==> config.mk <==
export PLATFORM = sky130hd
export DESIGN_NAME = ucf_top
export DESIGN_NICKNAME = d
export VERILOG_FILES = /design/src/ucf_pkg.sv /design/src/ucf_top.sv
export VERILOG_INCLUDE_DIRS = /design/src /design/src/src
export SDC_FILE = /design/constraint.sdc
export NUM_CORES = 1
export LEC_CHECK = 0
export ABC_AREA = 1
export BUFFER_PORTS_ARGS = -buffer_cell sky130_fd_sc_hd__buf_2
export CAP_MARGIN = 20
export CELL_PAD_IN_SITES_DETAIL_PLACEMENT = 1
export CELL_PAD_IN_SITES_GLOBAL_PLACEMENT = 2
export CORE_MARGIN = 4
export CORE_UTILIZATION = 36
export CTS_CLUSTER_SIZE = 8
export DETAILED_ROUTE_END_ITERATION = 7
export GPL_ROUTABILITY_DRIVEN = 1
export HOLD_SLACK_MARGIN = 0.03
export PLACE_DENSITY = 0.83
export SLEW_MARGIN = 0
export SYNTH_ARGS = -nofsm -noshare
export SYNTH_HDL_FRONTEND = slang
export SYNTH_SLANG_ARGS = --single-unit
==> constraint.sdc <==
create_clock -name core_clk_i -period 2.7 [get_ports core_clk_i]
set_input_delay 0.54 -clock core_clk_i [delete_from_list [all_inputs] [get_ports core_clk_i]]
set_output_delay 0.54 -clock core_clk_i [all_outputs]
set_load 0.05 [all_outputs]
==> src/ucf_regs.svh <==
`ifndef UCF_REGS_SVH
`define UCF_REGS_SVH
// Register byte offsets on the Avalon-MM slave.
`define UCF_OFF_MODE      5'h00
`define UCF_OFF_STATUS    5'h04
`define UCF_OFF_RXDATA    5'h08
`define UCF_OFF_CMD       5'h0C
`define UCF_OFF_OUTPORT   5'h10
`define UCF_OFF_ZEROMODE  5'h14
`define UCF_OFF_TXDATA    5'h18
// Command codes written to the command register.
`define UCF_CMD_SET_PTR   8'h01
`define UCF_CMD_RST_ERR   8'h02
// Field positions in the format mode register.
`define UCF_F_FLOW_EN     7
`define UCF_F_LVL_LO      6
`define UCF_F_ERRMODE     5
`define UCF_F_PMODE_HI    4
`define UCF_F_PMODE_LO    3
`define UCF_F_PTYPE       2
`define UCF_F_LEN_HI      1
`define UCF_F_LEN_LO      0
// Field positions in the zero mode register and output port register.
`define UCF_F_LVL_HI      6
`define UCF_F_DEPTH_SEL   3
`define UCF_F_RTS_BIT     0
// Parity mode encodings.
`define UCF_PM_WITH       2'h0
`define UCF_PM_FORCE      2'h1
`define UCF_PM_NONE       2'h2
`define UCF_PM_MDROP      2'h3
// Reset values, depths and the default bit time.
`define UCF_RST_BYTE      8'h00
`define UCF_DEPTH_SMALL   5'h08
`define UCF_DEPTH_LARGE   5'h10
`define UCF_BIT_CYCLES    16
`endif

==> src/ucf_pkg.sv <==
`default_nettype none
package ucf_pkg;
  // Receiver and transmitter sequencer states.
  typedef enum logic [2:0] {RX_IDLE, RX_START, RX_DATA, RX_PAR, RX_STOP} ucf_rx_e;
  typedef enum logic [2:0] {TX_IDLE, TX_START, TX_DATA, TX_PAR, TX_STOP} ucf_tx_e;
  // One received character with its status.
  typedef struct packed {
    logic       brk;
    logic       parity_err;
    logic       frame_err;
    logic [7:0] data;
  } ucf_entry_s;
  // Complete state of the channel except the receive FIFO.
  typedef struct packed {
    logic [7:0]  format_mode;
    logic [7:0]  line_mode;
    logic [7:0]  zero_mode;
    logic [7:0]  out_port;
    logic        ptr_second;
    logic        wait_req;
    logic        rd_ok;
    logic [31:0] rdata;
    logic        rts_n;
    logic        flow_neg;
    logic        level;
    logic        rx_s1;
    logic        rx_s2;
    ucf_rx_e     rx_st;
    logic [15:0] rx_cnt;
    logic [2:0]  rx_bit;
    logic [7:0]  rx_shift;
    logic        rx_par;
    logic        valid_start;
    logic        hold_v;
    ucf_entry_s  hold;
    logic        drop_cur;
    logic        overrun;
    logic [2:0]  accum;
    ucf_tx_e     tx_st;
    logic [15:0] tx_cnt;
    logic [2:0]  tx_bit;
    logic [7:0]  tx_shift;
    logic        tx_par;
    logic        txd;
  } ucf_state_s;
endpackage : ucf_pkg
`default_nettype wire

==> src/ucf_top.sv <==
// The Avalon-MM register port is this design's own decision.
`timescale 1ns/10ps
`default_nettype none
`include "ucf_regs.svh"

module ucf_fifo #(
  parameter int WIDTH = 11,
  parameter int DEPTH = 8
) (
  // Clock and reset.
  input  wire logic                     core_clk_i,
  input  wire logic                     srst_i,
  // Filling side.
  input  wire logic                     in_valid_i,
  input  wire logic [WIDTH-1:0]         in_data_i,
  output logic                          in_ready_o,
  // Draining side.
  output logic                          out_valid_o,
  output logic [WIDTH-1:0]              out_data_o,
  input  wire logic                     out_ready_i,
  output logic [$clog2(DEPTH+1)-1:0]    count_o
);
  localparam int AW = $clog2(DEPTH);
  localparam int CW = $clog2(DEPTH+1);

  typedef struct packed {
    logic [DEPTH-1:0][WIDTH-1:0] mem;
    logic [AW-1:0]               wptr;
    logic [AW-1:0]               rptr;
    logic [CW-1:0]               count;
  } ucf_fifo_s;

  ucf_fifo_s st_ff;
  ucf_fifo_s nxt_st;
  logic      push;
  logic      pop;

  // Depth must be a power of two so the pointers wrap by themselves.
  if (DEPTH < 2 || (DEPTH & (DEPTH - 1)) != 0) begin : g_chk
    $error("ucf_fifo depth must be a power of two of at least 2");
  end

  // Handshakes on both sides.
  assign in_ready_o  = (st_ff.count != CW'(DEPTH));
  assign out_valid_o = (st_ff.count != '0);
  assign out_data_o  = st_ff.mem[st_ff.rptr];
  assign count_o     = st_ff.count;
  assign push        = in_valid_i & in_ready_o;
  assign pop         = out_valid_o & out_ready_i;

  // Next state of pointers, count and storage.
  always_comb begin
    nxt_st = st_ff;
    if (push) begin
      nxt_st.mem[st_ff.wptr] = in_data_i;
      nxt_st.wptr            = st_ff.wptr + AW'(1);
    end
    if (pop) begin
      nxt_st.rptr = st_ff.rptr + AW'(1);
    end
    nxt_st.count = st_ff.count + CW'(push) - CW'(pop);
  end

  // State register.
  always_ff @(posedge core_clk_i) begin
    if (srst_i) begin
      st_ff <= '0;
    end else begin
      st_ff <= nxt_st;
    end
  end
endmodule : ucf_fifo

module ucf_top
  import ucf_pkg::*;
#(
  parameter int BIT_CYCLES = `UCF_BIT_CYCLES,
  parameter int FIFO_DEPTH = 16
) (
  // Clock and reset.
  input  wire logic        core_clk_i,
  input  wire logic        srst_i,
  // Avalon-MM slave.
  input  wire logic [4:0]  avs_address_i,
  input  wire logic        avs_read_i,
  input  wire logic        avs_write_i,
  input  wire logic [3:0]  avs_byteenable_i,
  input  wire logic [31:0] avs_writedata_i,
  output logic [31:0]      avs_readdata_o,
  output logic             avs_waitrequest_o,
  // Serial line and flow control.
  input  wire logic        rxd_i,
  output logic             txd_o,
  output logic             request_to_send_out_a_n_o,
  output logic             rx_level_reached_o
);
  localparam logic [15:0] BIT_LAST  = 16'(BIT_CYCLES - 1);
  localparam logic [15:0] HALF_LAST = 16'(BIT_CYCLES / 2 - 1);
  localparam int          EW        = $bits(ucf_entry_s);

  // Parameters the logic cannot serve are refused.
  if (BIT_CYCLES < 4 || BIT_CYCLES > 65535 || FIFO_DEPTH != 16) begin : g_chk
    $error("ucf_top needs 4..65535 bit cycles and a 16 deep FIFO");
  end

  ucf_state_s st_ff;
  ucf_state_s nxt_st;
  logic       acc;
  logic       req;
  logic       wr_lane;
  logic       full_sel;
  logic       f_in_valid;
  logic       f_in_ready;
  logic       f_out_valid;
  logic       f_pop;
  ucf_entry_s f_top;
  logic [4:0] f_count;
  logic [2:0] flags_now;
  logic [2:0] flags_shown;
  logic [1:0] pmode;

  // Number of the last data bit for a length code.
  function automatic logic [2:0] last_bit(input logic [1:0] code);
    return {1'b1, code};
  endfunction : last_bit

  // Mask that keeps only the programmed data bits.
  function automatic logic [7:0] len_mask(input logic [1:0] code);
    return 8'hFF >> (2'h3 - code);
  endfunction : len_mask

  // Receive fill level reached for the selected depth and level code.
  function automatic logic lvl_hit(input logic [4:0] cnt, input logic big,
                                   input logic [1:0] code);
    logic [4:0] thr;
    case ({big, code})
      3'h0:    thr = 5'h01;
      3'h1:    thr = 5'h03;
      3'h2:    thr = 5'h06;
      3'h3:    thr = 5'h08;
      3'h4:    thr = 5'h01;
      3'h5:    thr = 5'h08;
      3'h6:    thr = 5'h0C;
      default: thr = 5'h10;
    endcase
    return cnt >= thr;
  endfunction : lvl_hit

  // Receive FIFO between the receiver hold stage and the bus.
  ucf_fifo #(
    .WIDTH (EW),
    .DEPTH (FIFO_DEPTH)
  ) u_rx_fifo (
    .core_clk_i  (core_clk_i),
    .srst_i      (srst_i),
    .in_valid_i  (f_in_valid),
    .in_data_i   (st_ff.hold),
    .in_ready_o  (f_in_ready),
    .out_valid_o (f_out_valid),
    .out_data_o  (f_top),
    .out_ready_i (f_pop),
    .count_o     (f_count)
  );

  // Bus decode and FIFO side terms.
  assign req         = avs_read_i | avs_write_i;
  assign acc         = req & ~st_ff.wait_req;
  assign wr_lane     = acc & avs_write_i & avs_byteenable_i[0];
  assign pmode       = st_ff.format_mode[`UCF_F_PMODE_HI:`UCF_F_PMODE_LO];
  assign full_sel    = st_ff.zero_mode[`UCF_F_DEPTH_SEL] ? (f_count >= `UCF_DEPTH_LARGE)
                                                         : (f_count >= `UCF_DEPTH_SMALL);
  assign f_in_valid  = st_ff.hold_v & ~full_sel;
  assign f_pop       = acc & avs_read_i & (avs_address_i == `UCF_OFF_RXDATA) & st_ff.rd_ok;
  assign flags_now   = f_out_valid ? {f_top.brk, f_top.parity_err, f_top.frame_err} : 3'h0;
  assign flags_shown = st_ff.format_mode[`UCF_F_ERRMODE] ? st_ff.accum : flags_now;

  // Outputs come straight from the state register.
  assign avs_readdata_o            = st_ff.rdata;
  assign avs_waitrequest_o         = st_ff.wait_req;
  assign txd_o                     = st_ff.txd;
  assign request_to_send_out_a_n_o = st_ff.rts_n;
  assign rx_level_reached_o        = st_ff.level;

  // Next state: bus slave, registers, receiver, flow control and transmitter.
  always_comb begin
    nxt_st             = st_ff;
    nxt_st.valid_start = 1'b0;
    nxt_st.rx_s1       = rxd_i;
    nxt_st.rx_s2       = st_ff.rx_s1;
    // Waitrequest drops for one cycle after a request is first seen.
    if (req && st_ff.wait_req) begin
      nxt_st.wait_req = 1'b0;
      nxt_st.rd_ok    = f_out_valid;
      case (avs_address_i)
        `UCF_OFF_MODE:     nxt_st.rdata = {24'h0, st_ff.ptr_second ? st_ff.line_mode
                                                                   : st_ff.format_mode};
        `UCF_OFF_STATUS:   nxt_st.rdata = {24'h0, 1'b0, st_ff.overrun, flags_shown,
                                           st_ff.level, full_sel, f_out_valid};
        `UCF_OFF_RXDATA:   nxt_st.rdata = {24'h0, f_out_valid ? f_top.data : 8'h00};
        `UCF_OFF_OUTPORT:  nxt_st.rdata = {24'h0, st_ff.out_port};
        `UCF_OFF_ZEROMODE: nxt_st.rdata = {24'h0, st_ff.zero_mode};
        `UCF_OFF_TXDATA:   nxt_st.rdata = {31'h0, st_ff.tx_st != TX_IDLE};
        default:           nxt_st.rdata = 32'h0;
      endcase
    end else begin
      nxt_st.wait_req = 1'b1;
    end
    // Mode register access through the shared pointer.
    if (acc && avs_address_i == `UCF_OFF_MODE) begin
      if (wr_lane && !st_ff.ptr_second) begin
        nxt_st.format_mode = avs_writedata_i[7:0];
      end else if (wr_lane) begin
        nxt_st.line_mode = avs_writedata_i[7:0];
      end
      nxt_st.ptr_second = 1'b1;
    end
    if (wr_lane && avs_address_i == `UCF_OFF_OUTPORT) begin
      nxt_st.out_port = avs_writedata_i[7:0];
    end
    if (wr_lane && avs_address_i == `UCF_OFF_ZEROMODE) begin
      nxt_st.zero_mode = avs_writedata_i[7:0];
    end
    if (wr_lane && avs_address_i == `UCF_OFF_CMD) begin
      if (avs_writedata_i[7:0] == `UCF_CMD_SET_PTR) begin
        nxt_st.ptr_second = 1'b0;
      end
      if (avs_writedata_i[7:0] == `UCF_CMD_RST_ERR) begin
        nxt_st.accum   = 3'h0;
        nxt_st.overrun = 1'b0;
      end
    end
    // Block mode accumulates top-of-FIFO status; a new event beats the clear.
    nxt_st.accum = nxt_st.accum | flags_now;
    // Hold stage drains into the FIFO when the selected depth has room.
    if (f_in_valid && f_in_ready) begin
      nxt_st.hold_v = 1'b0;
    end
    // Receiver sequencer.
    nxt_st.rx_cnt = st_ff.rx_cnt + 16'h1;
    case (st_ff.rx_st)
      RX_IDLE: begin
        nxt_st.rx_cnt = 16'h0;
        if (!st_ff.rx_s2) begin
          nxt_st.rx_st = RX_START;
        end
      end
      RX_START: begin
        if (st_ff.rx_cnt == HALF_LAST) begin
          nxt_st.rx_cnt = 16'h0;
          if (st_ff.rx_s2) begin
            nxt_st.rx_st = RX_IDLE;
          end else begin
            nxt_st.rx_st       = RX_DATA;
            nxt_st.rx_bit      = 3'h0;
            nxt_st.rx_shift    = 8'h00;
            nxt_st.valid_start = 1'b1;
            if (full_sel && st_ff.format_mode[`UCF_F_FLOW_EN]) begin
              nxt_st.flow_neg = 1'b1;
            end
            if (full_sel && st_ff.hold_v) begin
              nxt_st.overrun  = 1'b1;
              nxt_st.drop_cur = 1'b1;
            end
          end
        end
      end
      RX_DATA: begin
        if (st_ff.rx_cnt == BIT_LAST) begin
          nxt_st.rx_cnt                   = 16'h0;
          nxt_st.rx_shift[st_ff.rx_bit]   = st_ff.rx_s2;
          nxt_st.rx_bit                   = st_ff.rx_bit + 3'h1;
          if (st_ff.rx_bit == last_bit(st_ff.format_mode[`UCF_F_LEN_HI:`UCF_F_LEN_LO])) begin
            nxt_st.rx_st = (pmode == `UCF_PM_NONE) ? RX_STOP : RX_PAR;
          end
        end
      end
      RX_PAR: begin
        if (st_ff.rx_cnt == BIT_LAST) begin
          nxt_st.rx_cnt = 16'h0;
          nxt_st.rx_par = st_ff.rx_s2;
          nxt_st.rx_st  = RX_STOP;
        end
      end
      RX_STOP: begin
        if (st_ff.rx_cnt == BIT_LAST) begin
          nxt_st.rx_cnt = 16'h0;
          nxt_st.rx_st  = RX_IDLE;
          if (st_ff.drop_cur) begin
            nxt_st.drop_cur = 1'b0;
          end else begin
            nxt_st.hold_v          = 1'b1;
            nxt_st.hold.data       = st_ff.rx_shift;
            nxt_st.hold.frame_err  = ~st_ff.rx_s2;
            nxt_st.hold.brk        = ~st_ff.rx_s2 && st_ff.rx_shift == 8'h00 &&
                                     (pmode == `UCF_PM_NONE || !st_ff.rx_par);
            case (pmode)
              `UCF_PM_WITH:  nxt_st.hold.parity_err = (^st_ff.rx_shift) ^ st_ff.rx_par ^
                                                      st_ff.format_mode[`UCF_F_PTYPE];
              `UCF_PM_FORCE: nxt_st.hold.parity_err = st_ff.rx_par ^
                                                      st_ff.format_mode[`UCF_F_PTYPE];
              `UCF_PM_MDROP: nxt_st.hold.parity_err = st_ff.rx_par ^
                                                      st_ff.format_mode[`UCF_F_PTYPE];
              default:       nxt_st.hold.parity_err = 1'b0;
            endcase
          end
        end
      end
      default: nxt_st.rx_st = RX_IDLE;
    endcase
    // Negation ends as soon as a FIFO position is free; the port bit is untouched.
    if (!full_sel) begin
      nxt_st.flow_neg = 1'b0;
    end
    nxt_st.rts_n = ~(nxt_st.out_port[`UCF_F_RTS_BIT] & ~nxt_st.flow_neg);
    nxt_st.level = lvl_hit(f_count, st_ff.zero_mode[`UCF_F_DEPTH_SEL],
                           {st_ff.zero_mode[`UCF_F_LVL_HI],
                            st_ff.format_mode[`UCF_F_LVL_LO]});
    // Transmitter sequencer; a write while busy is ignored.
    nxt_st.tx_cnt = st_ff.tx_cnt + 16'h1;
    case (st_ff.tx_st)
      TX_IDLE: begin
        nxt_st.tx_cnt = 16'h0;
        if (wr_lane && avs_address_i == `UCF_OFF_TXDATA) begin
          nxt_st.tx_st    = TX_START;
          nxt_st.tx_bit   = 3'h0;
          nxt_st.tx_shift = avs_writedata_i[7:0] &
                            len_mask(st_ff.format_mode[`UCF_F_LEN_HI:`UCF_F_LEN_LO]);
          nxt_st.tx_par   = (pmode == `UCF_PM_WITH)
                          ? (^(avs_writedata_i[7:0] &
                               len_mask(st_ff.format_mode[`UCF_F_LEN_HI:`UCF_F_LEN_LO]))) ^
                            st_ff.format_mode[`UCF_F_PTYPE]
                          : st_ff.format_mode[`UCF_F_PTYPE];
        end
      end
      TX_START: begin
        if (st_ff.tx_cnt == BIT_LAST) begin
          nxt_st.tx_cnt = 16'h0;
          nxt_st.tx_st  = TX_DATA;
        end
      end
      TX_DATA: begin
        if (st_ff.tx_cnt == BIT_LAST) begin
          nxt_st.tx_cnt   = 16'h0;
          nxt_st.tx_shift = {1'b0, st_ff.tx_shift[7:1]};
          nxt_st.tx_bit   = st_ff.tx_bit + 3'h1;
          if (st_ff.tx_bit == last_bit(st_ff.format_mode[`UCF_F_LEN_HI:`UCF_F_LEN_LO])) begin
            nxt_st.tx_st = (pmode == `UCF_PM_NONE) ? TX_STOP : TX_PAR;
          end
        end
      end
      TX_PAR: begin
        if (st_ff.tx_cnt == BIT_LAST) begin
          nxt_st.tx_cnt = 16'h0;
          nxt_st.tx_st  = TX_STOP;
        end
      end
      TX_STOP: begin
        if (st_ff.tx_cnt == BIT_LAST) begin
          nxt_st.tx_cnt = 16'h0;
          nxt_st.tx_st  = TX_IDLE;
        end
      end
      default: nxt_st.tx_st = TX_IDLE;
    endcase
    // Line level follows the next transmitter state.
    case (nxt_st.tx_st)
      TX_START: nxt_st.txd = 1'b0;
      TX_DATA:  nxt_st.txd = nxt_st.tx_shift[0];
      TX_PAR:   nxt_st.txd = nxt_st.tx_par;
      default:  nxt_st.txd = 1'b1;
    endcase
  end

  // State register with reset values.
  always_ff @(posedge core_clk_i) begin
    if (srst_i) begin
      st_ff          <= '0;
      st_ff.wait_req <= 1'b1;
      st_ff.rts_n    <= 1'b1;
      st_ff.rx_s1    <= 1'b1;
      st_ff.rx_s2    <= 1'b1;
      st_ff.txd      <= 1'b1;
    end else begin
      st_ff <= nxt_st;
    end
  end
endmodule : ucf_top
`default_nettype wire

**After elaboration in Yosys (flattened, before gate mapping)**

Cells that the tools add are included.

- Bits in registers: 341
- Input port bits: 46
- Output and inout port bits: 36
- Logic and storage cells: 242

- Add/subtract/negate cells: 9
- $lt $le $gt $ge: 8
- Eq/ne operators: 44
- Shift operators: 1
- Multiplexer cells: 62
- Bitwise gates (word level): 24
- Reductions and logical operators: 41

Operators by type and width:

| cell | count |
|---|---|
| bitwise mux 176 bit | 1 |
| one-hot mux 16 bit (5 select lines) | 2 |
| 2-to-1 mux 19 bit | 5 |
| 2-to-1 mux 30 bit | 3 |
| one-hot mux 8 bit (6 select lines) | 1 |
| binary-select mux 11 bit (select 4 bit) | 1 |
| demux 11 bit (select 4 bit) | 1 |
| one-hot mux 11 bit (2 select lines) | 2 |
| 2-to-1 mux 12 bit | 3 |
| 2-to-1 mux 11 bit | 3 |
| adder 16 x 1 -> 16 bit (second input constant) | 2 |
| == test 16 x 4 -> 1 bit (second input constant) | 2 |
| one-hot mux 3 bit (5 select lines) | 2 |
| one-hot mux 5 bit (5 select lines) | 1 |
| == test 3 x 2 -> 1 bit (second input constant) | 8 |
| 2-to-1 mux 3 bit | 7 |
| inequality test 2 bit (second input constant) | 10 |
| == test 16 x 3 -> 1 bit (second input constant) | 1 |
| 2-to-1 mux 1 bit | 16 |
| 2-to-1 mux 8 bit | 2 |
| XOR reduction 8 bit | 2 |
| == test 3 bit (second input constant) | 5 |
| == test 5 bit (second input constant) | 3 |
| logical AND 1 bit | 14 |
| other kinds (50) | 92 |

**Longest topological paths before layout**

- Depth after elaboration: 11
- Depth in mapped cells: 16
- Mapped depth without buffers: 16

**By module**

Synthesis repeated with hierarchy kept, for this count alone.

- Cells, all modules: 2624
- Area, all modules: 16935.0 sq um

Modules (own cells, without submodules):

| module | instances | cells each | area an instance (sq um) | sequential area each (sq um) |
|---|---|---|---|---|
| ucf_fifo | 1 | 1660 | 10027.1 | 3783.6 |
| ucf_top | 1 | 964 | 6907.9 | 2562.5 |

**Least setup slack after synthesis**

No wires, ideal clock.

- Kind: input-to-reg
- From: input avs_address_i[3]
- To: register u_rx_fifo.st_ff (netlist bit u_rx_fifo.count_o[4])
- Library setup time: 0.070 ns
- Arrival: 2.417 ns
- Required time: 2.630 ns
- Slack: 0.213 ns
- Stages on the path: 15
- Buffers on the path: 0
- Cell sequence: inv_1 > nor3_2 > nand2_1 > nor2_2 > nand2_1 > inv_2 > ha_1 > inv_1 > ha_1 > fa_1 > nand2_1 > a21oi_1 > nor2_1 > o21ai_0 > a21oi_1

- Longest elaborated chain between the ends: 5

RTL lines:

| what | line | text |
|---|---|---|
| start, declared | ucf_top.sv:84 | `input wire logic [4:0] avs_address_i,` |
| == test 5 x 4 -> 1 bit | n/a |  |
| bitwise AND 1 bit (2 in a row) | ucf_top.sv:173 | `` assign f_pop = acc & avs_read_i & (avs_address_i == `UCF_OFF_RXDATA) & st_ff.rd_ok; `` |
| bitwise AND 1 bit | ucf_top.sv:49 | `assign pop = out_valid_o & out_ready_i;` |
| via u_rx_fifo.pop | ucf_top.sv:36 | `logic pop;` |
| subtractor 5 x 1 -> 5 bit | ucf_top.sv:61 | `nxt_st.count = st_ff.count + CW'(push) - CW'(pop);` |
| end signal, assigned | ucf_top.sv:69 | `st_ff <= nxt_st;` |
| end, declared | ucf_top.sv:33 | `ucf_fifo_s st_ff;` |

The timed path passes the listed nets, and every way through them passes these cells.
A chain may end at the register's enable or synchronous reset.

**Final worst setup path**

- From: register u_rx_fifo.st_ff (netlist bit u_rx_fifo.count_o[4])
- To: register u_rx_fifo.st_ff (netlist bit u_rx_fifo.count_o[4])

- Longest elaborated chain between the ends: 7
- Elaborated cells on any way between the ends: 11
- Classes of those cells: add/sub: 2; order compare: 2; eq/ne: 1; mux: 1; bitwise: 4; reduce/logical: 1

RTL lines:

| what | line | text |
|---|---|---|
| >= comparator 5 x 4 -> 1 bit (no source line) / >= comparator 5 bit (equally long branches) | n/a |  |
| 2-to-1 mux 1 bit | ucf_top.sv:170 | `` assign full_sel = st_ff.zero_mode[`UCF_F_DEPTH_SEL] ? (f_count >= `UCF_DEPTH_LARGE) `` |
| inverter 1 bit | ucf_top.sv:172 | `assign f_in_valid = st_ff.hold_v & ~full_sel;` |
| bitwise AND 1 bit | ucf_top.sv:172 |  |
| bitwise AND 1 bit | ucf_top.sv:48 | `assign push = in_valid_i & in_ready_o;` |
| adder 5 x 1 -> 5 bit | ucf_top.sv:61 |  |
| subtractor 5 x 1 -> 5 bit * | ucf_top.sv:61 |  |

Every way passes the cells marked *; elsewhere a longest branch is shown, timed or not.

==> flow_summary_export.csv <==
group,metric,value,unit
synth,postSynthAreaPerCell,7.27,um2
die,rows,75,
clocking,numClockSinks,317,
worst_setup_path,rr_startpoint,"u_rx_fifo.count_o[4]$_SDFF_PP0_",
sta,maxSlewHeadroom,38.4,%
sta,setup-violations-final,0,
clocking,numCtsBuffers,45,
power,p_per_area,612,nW/um2
min_path,min_path_type,"in -> reg",
clocking,cts_buffer_depth,3,
sta,fmax,396,MHz
die,die_h,216,um
job,maxCapViolations,0,
sta,maxSlewViolCount,0,
clocking,clk-insertion-delay-late,0.58,ns
worst_setup_path,path_buf_inv,2,
synth,synth_adder_area_share,2.46,%
global_routing,grt_max_degree,147,
synth,synth_compound_area_share,21.3,%
clocking,h-tree-depth,2,
placed_design,gp_congestion,0.793,
die,initial_utilization,36.8,%
synth,seq_area_frac_synth,40.8,%
synth,yosys.area.top_type,"dfxtp_1",
sta,fin_tns_setup,0,ns
die,io-pin-count,82,
final_layout,postLayoutCoreUtil,40.3,%
power,p_total,10400,uW
synth,ys.flop_type,"dfxtp_1",
route,routedWlPerCell,16.8,um
power,vdd_drop_max,0.413,mV
synth,synth_xor_area_share,0.956,%
placed_design,post-place-cells,2654,
placed_design,io_buffers,30,
worst_setup_path,slowest_delay,0.40,ns
final_layout,drive_gt1_share,8.88,%
synth,synthMuxAreaShare,0,%
sta,worstMarginPinSlew,0.922,ns
synth,ys_types,54,
min_path,worstHoldEndpoint,"nxt_st[81]$_SDFF_PP1_",
global_routing,antenna_found_initial,0,
synth,synth_top_family_by_area,"compound AO/OA/AOI/OAI gates",
worst_setup_path,crit_arrival,2.98,ns
worst_setup_path,crit_slowest_cell,"dfxtp_1",
clocking,cts_tree,"done",
placed_design,dp_hpwl,29.7,mm
synth,yosysMostFrequentCell,"nand2_1",
synth,synthSimpleGateAreaFrac,20.8,%
worst_setup_path,crit_family,"adder cells",
global_routing,grt_pass1_vias,14000,
sta,fin_crit_sh,93.5,%
power,switching_share,24.9,%
die,die_w,216,um
worst_setup_path,ff2ff_path_depth,14,
worst_setup_path,required,3.16,ns
synth,synth.top_cells.by_count,"325 x nand2_1, 317 x dfxtp_1, 303 x a21oi_1, 292 x inv_1, 203 x o21ai_0",
power,p_switching,2600,uW
worst_setup_path,r2r-end,"u_rx_fifo.count_o[4]$_SDFF_PP0_",
synth,postSynthCellCount,2143,
synth,async_flop_share,0,%
power,clkPwrFrac,47.5,%
synth,ys_ff_latch,317,
die,dieArea,46600,um2
power,p_comb_share,6.9,%
power,p_leak,0.00633,uW
global_routing,grt.total_usage,19.4,%
synth,synth_edf_count,0,
synth,netlist.area_leader.share,40.8,%
route,via_count,13800,
power,internal-power,7850,uW
worst_setup_path,crit_fanout,14,
final_layout,final_cells,2705,
sta,final.setup_skew,0.0270,ns
final_layout,layout.nets,2200,
synth,syn-cell-area,15600,um2
synth,synth.area.top_cells,"dfxtp_1 41%, a21oi_1 9.7%, nand2_1 7.8%, inv_1 7.0%, o21ai_0 6.5%",
sta,rsz0062_at_grt,"false",
clocking,postCtsSetupRepairBufs,0,
clocking,clk_pin_slew,0.05,ns
die,core_area,42300,um2
outcome,outcome,"complete, no violations",
global_routing,grt_pass1_wl,74.1,mm
route,drt_iter0_drc,587,
route,drcViolationCount,0,
min_path,hp-start,"rxd_i",
route,detail-route-antenna-nets,0,
sta,whs,0.183,ns
route,viasPerCell,5.09,
final_layout,synthToLayoutAreaGrowth,9.64,%
power,power_frac_seq,45.6,%
route,wirelength,45.4,mm
sta,finalHoldViolCount,0,
min_path,holdPathStages,2,
route,drt-pass1-iter-count,5,
clocking,hold_buffers,0,
final_layout,diodes,0,
synth,ys_warn_count,0,
worst_setup_path,crit_path_end_kind,"register",
clocking,cts_root_buf,"clkbuf_16",
sta,min_period,2.52,ns
worst_setup_path,critPathLaunchType,"register",
worst_setup_path,crit_type,"reg -> reg",
worst_setup_path,reg2reg_slack,0.18,ns
worst_setup_path,crit_chain,"inv_1, ha_1, nand3_1, nand3_1, o21ai_2, nand3_2, inv_4, ha_1, fa_1, nand2_1, a21oi_1, nor2_1, o21ai_0, a21oi_1",
global_routing,overflow,0,
-- per-stage QoR --
| stage | setup WS (ns) | area [um2] |
|---|---|---|
| after floorplan | 0.213 | 15700 |
| after global placement | 0.0736 | 15900 |
| after detailed placement | -0.0265 | 15900 |
| after CTS | 0.133 | 17100 |
| after global routing | 0.000679 | 17100 |
| final | 0.176 | 17100 |
-- sequential cells by signal (all words and copies together) (netlist names) --
signal and count:
avs_readdata_o 8, avs_waitrequest_o 1, nxt_st 1, pmode 2, request_to_send_out_a_n_o 1, rx_level_reached_o 1
st_ff 113, txd_o 1, u_rx_fifo.count_o 5, u_rx_fifo.st_ff 184
-- how the worst max path moves through the flow --
| stage | slack [ns] | cells past startpoint | start | endpoint |
|---|---|---|---|---|
| global placement | 0.07 | 17 | avs_address_i[0] | u_rx_fifo.count_o[4]$_SDFF_PP0_ |
| finish | 0.18 | 14 | u_rx_fifo.count_o[4]$_SDFF_PP0_ | u_rx_fifo.count_o[4]$_SDFF_PP0_ |
| global route | 0.0007 | 14 | u_rx_fifo.count_o[4]$_SDFF_PP0_ | u_rx_fifo.count_o[4]$_SDFF_PP0_ |
| CTS | 0.13 | 16 | u_rx_fifo.count_o[2]$_SDFF_PP0_ | u_rx_fifo.count_o[4]$_SDFF_PP0_ |
| detailed placement | -0.03 | 17 | avs_address_i[0] | u_rx_fifo.count_o[4]$_SDFF_PP0_ |
| floorplan | 0.21 | 15 | avs_address_i[3] | u_rx_fifo.count_o[4]$_SDFF_PP0_ |
-- area by class of cell --
| class | count | area (um2) |
|---|---|---|
| fillers | 5328 | 25300 |
| flip-flops and latches | 317 | 6350 |
| clock buffers | 49 | 1140 |
| multi-input cells | 1384 | 7170 |
| repair buffers | 69 | 505 |
| clock inverters | 2 | 17.5 |
| well taps | 577 | 722 |
| inverters | 307 | 1160 |
-- cell families (layout without fill, tap and decap cells) --
kind of cell | Yosys count | after routing
AND/OR/NAND/NOR | 682 | 682
adder cells (fa/ha/maj) | 30 | 30
buffers and inverters | 465 | 427
flip-flops | 317 | 317
XOR/XNOR | 17 | 17
other | 1 | 24
AO/OA/AOI/OAI | 631 | 631
-- worst reg2reg max path, stage by stage, from the launching register on --
cell     delay, ns
dfxtp_1       0.40
inv_1         0.10
ha_1          0.18
nand3_1       0.07
nand3_1       0.09
o21ai_2       0.13
nand3_2       0.23
inv_4         0.27
ha_1          0.24
fa_1          0.22
nand2_1       0.06
a21oi_1       0.13
nor2_1        0.08
o21ai_0       0.15
a21oi_1       0.05
-- power groups by stage --
stage / clock (uW) / combinational (uW) / sequential, uW
floorplan: 0 / 615 / 4840
global placement: 0 / 710 / 4850
detailed placement: 0 / 731 / 4850
CTS: 5120 / 733 / 4760
global route: 5350 / 813 / 4760
finish: 4960 / 726 / 4760
-- placed cells by master (no fill, tap or decap), drive strengths merged, types with 2 or more instances in the layout --
master  count
nand2     331
dfxtp     317
inv       307
a21oi     303
o21ai     277
nand3     159
nor2      116
buf        69
clkbuf     49
nor3       34
ha         29
nand4      29
conb       24
o211ai     18
a211oi     18
xor2        9
xnor2       8
a31oi       4
or2         4
nor4        4
nor3b       3
clkinv      2
o21a        2
a22oi       2
a221oi      2
-- metal layers --
metal  vias to the layer above  GRT usage (%)  share of wire [%]
li1                       6946              -                  -
met5                         -              0                  0
met2                       167           33.2                 48
met1                      6582           25.3                 46
met3                        74           3.04                3.4
met4                         0           5.68                2.6
-- what timing repair did --
item / CTS / global route
hold endpoints to repair: 0 / 0
resized for setup: 0 / 3
setup endpoints to repair: 0 / 1
No activity file was read; power rests on OpenSTA's default activity.
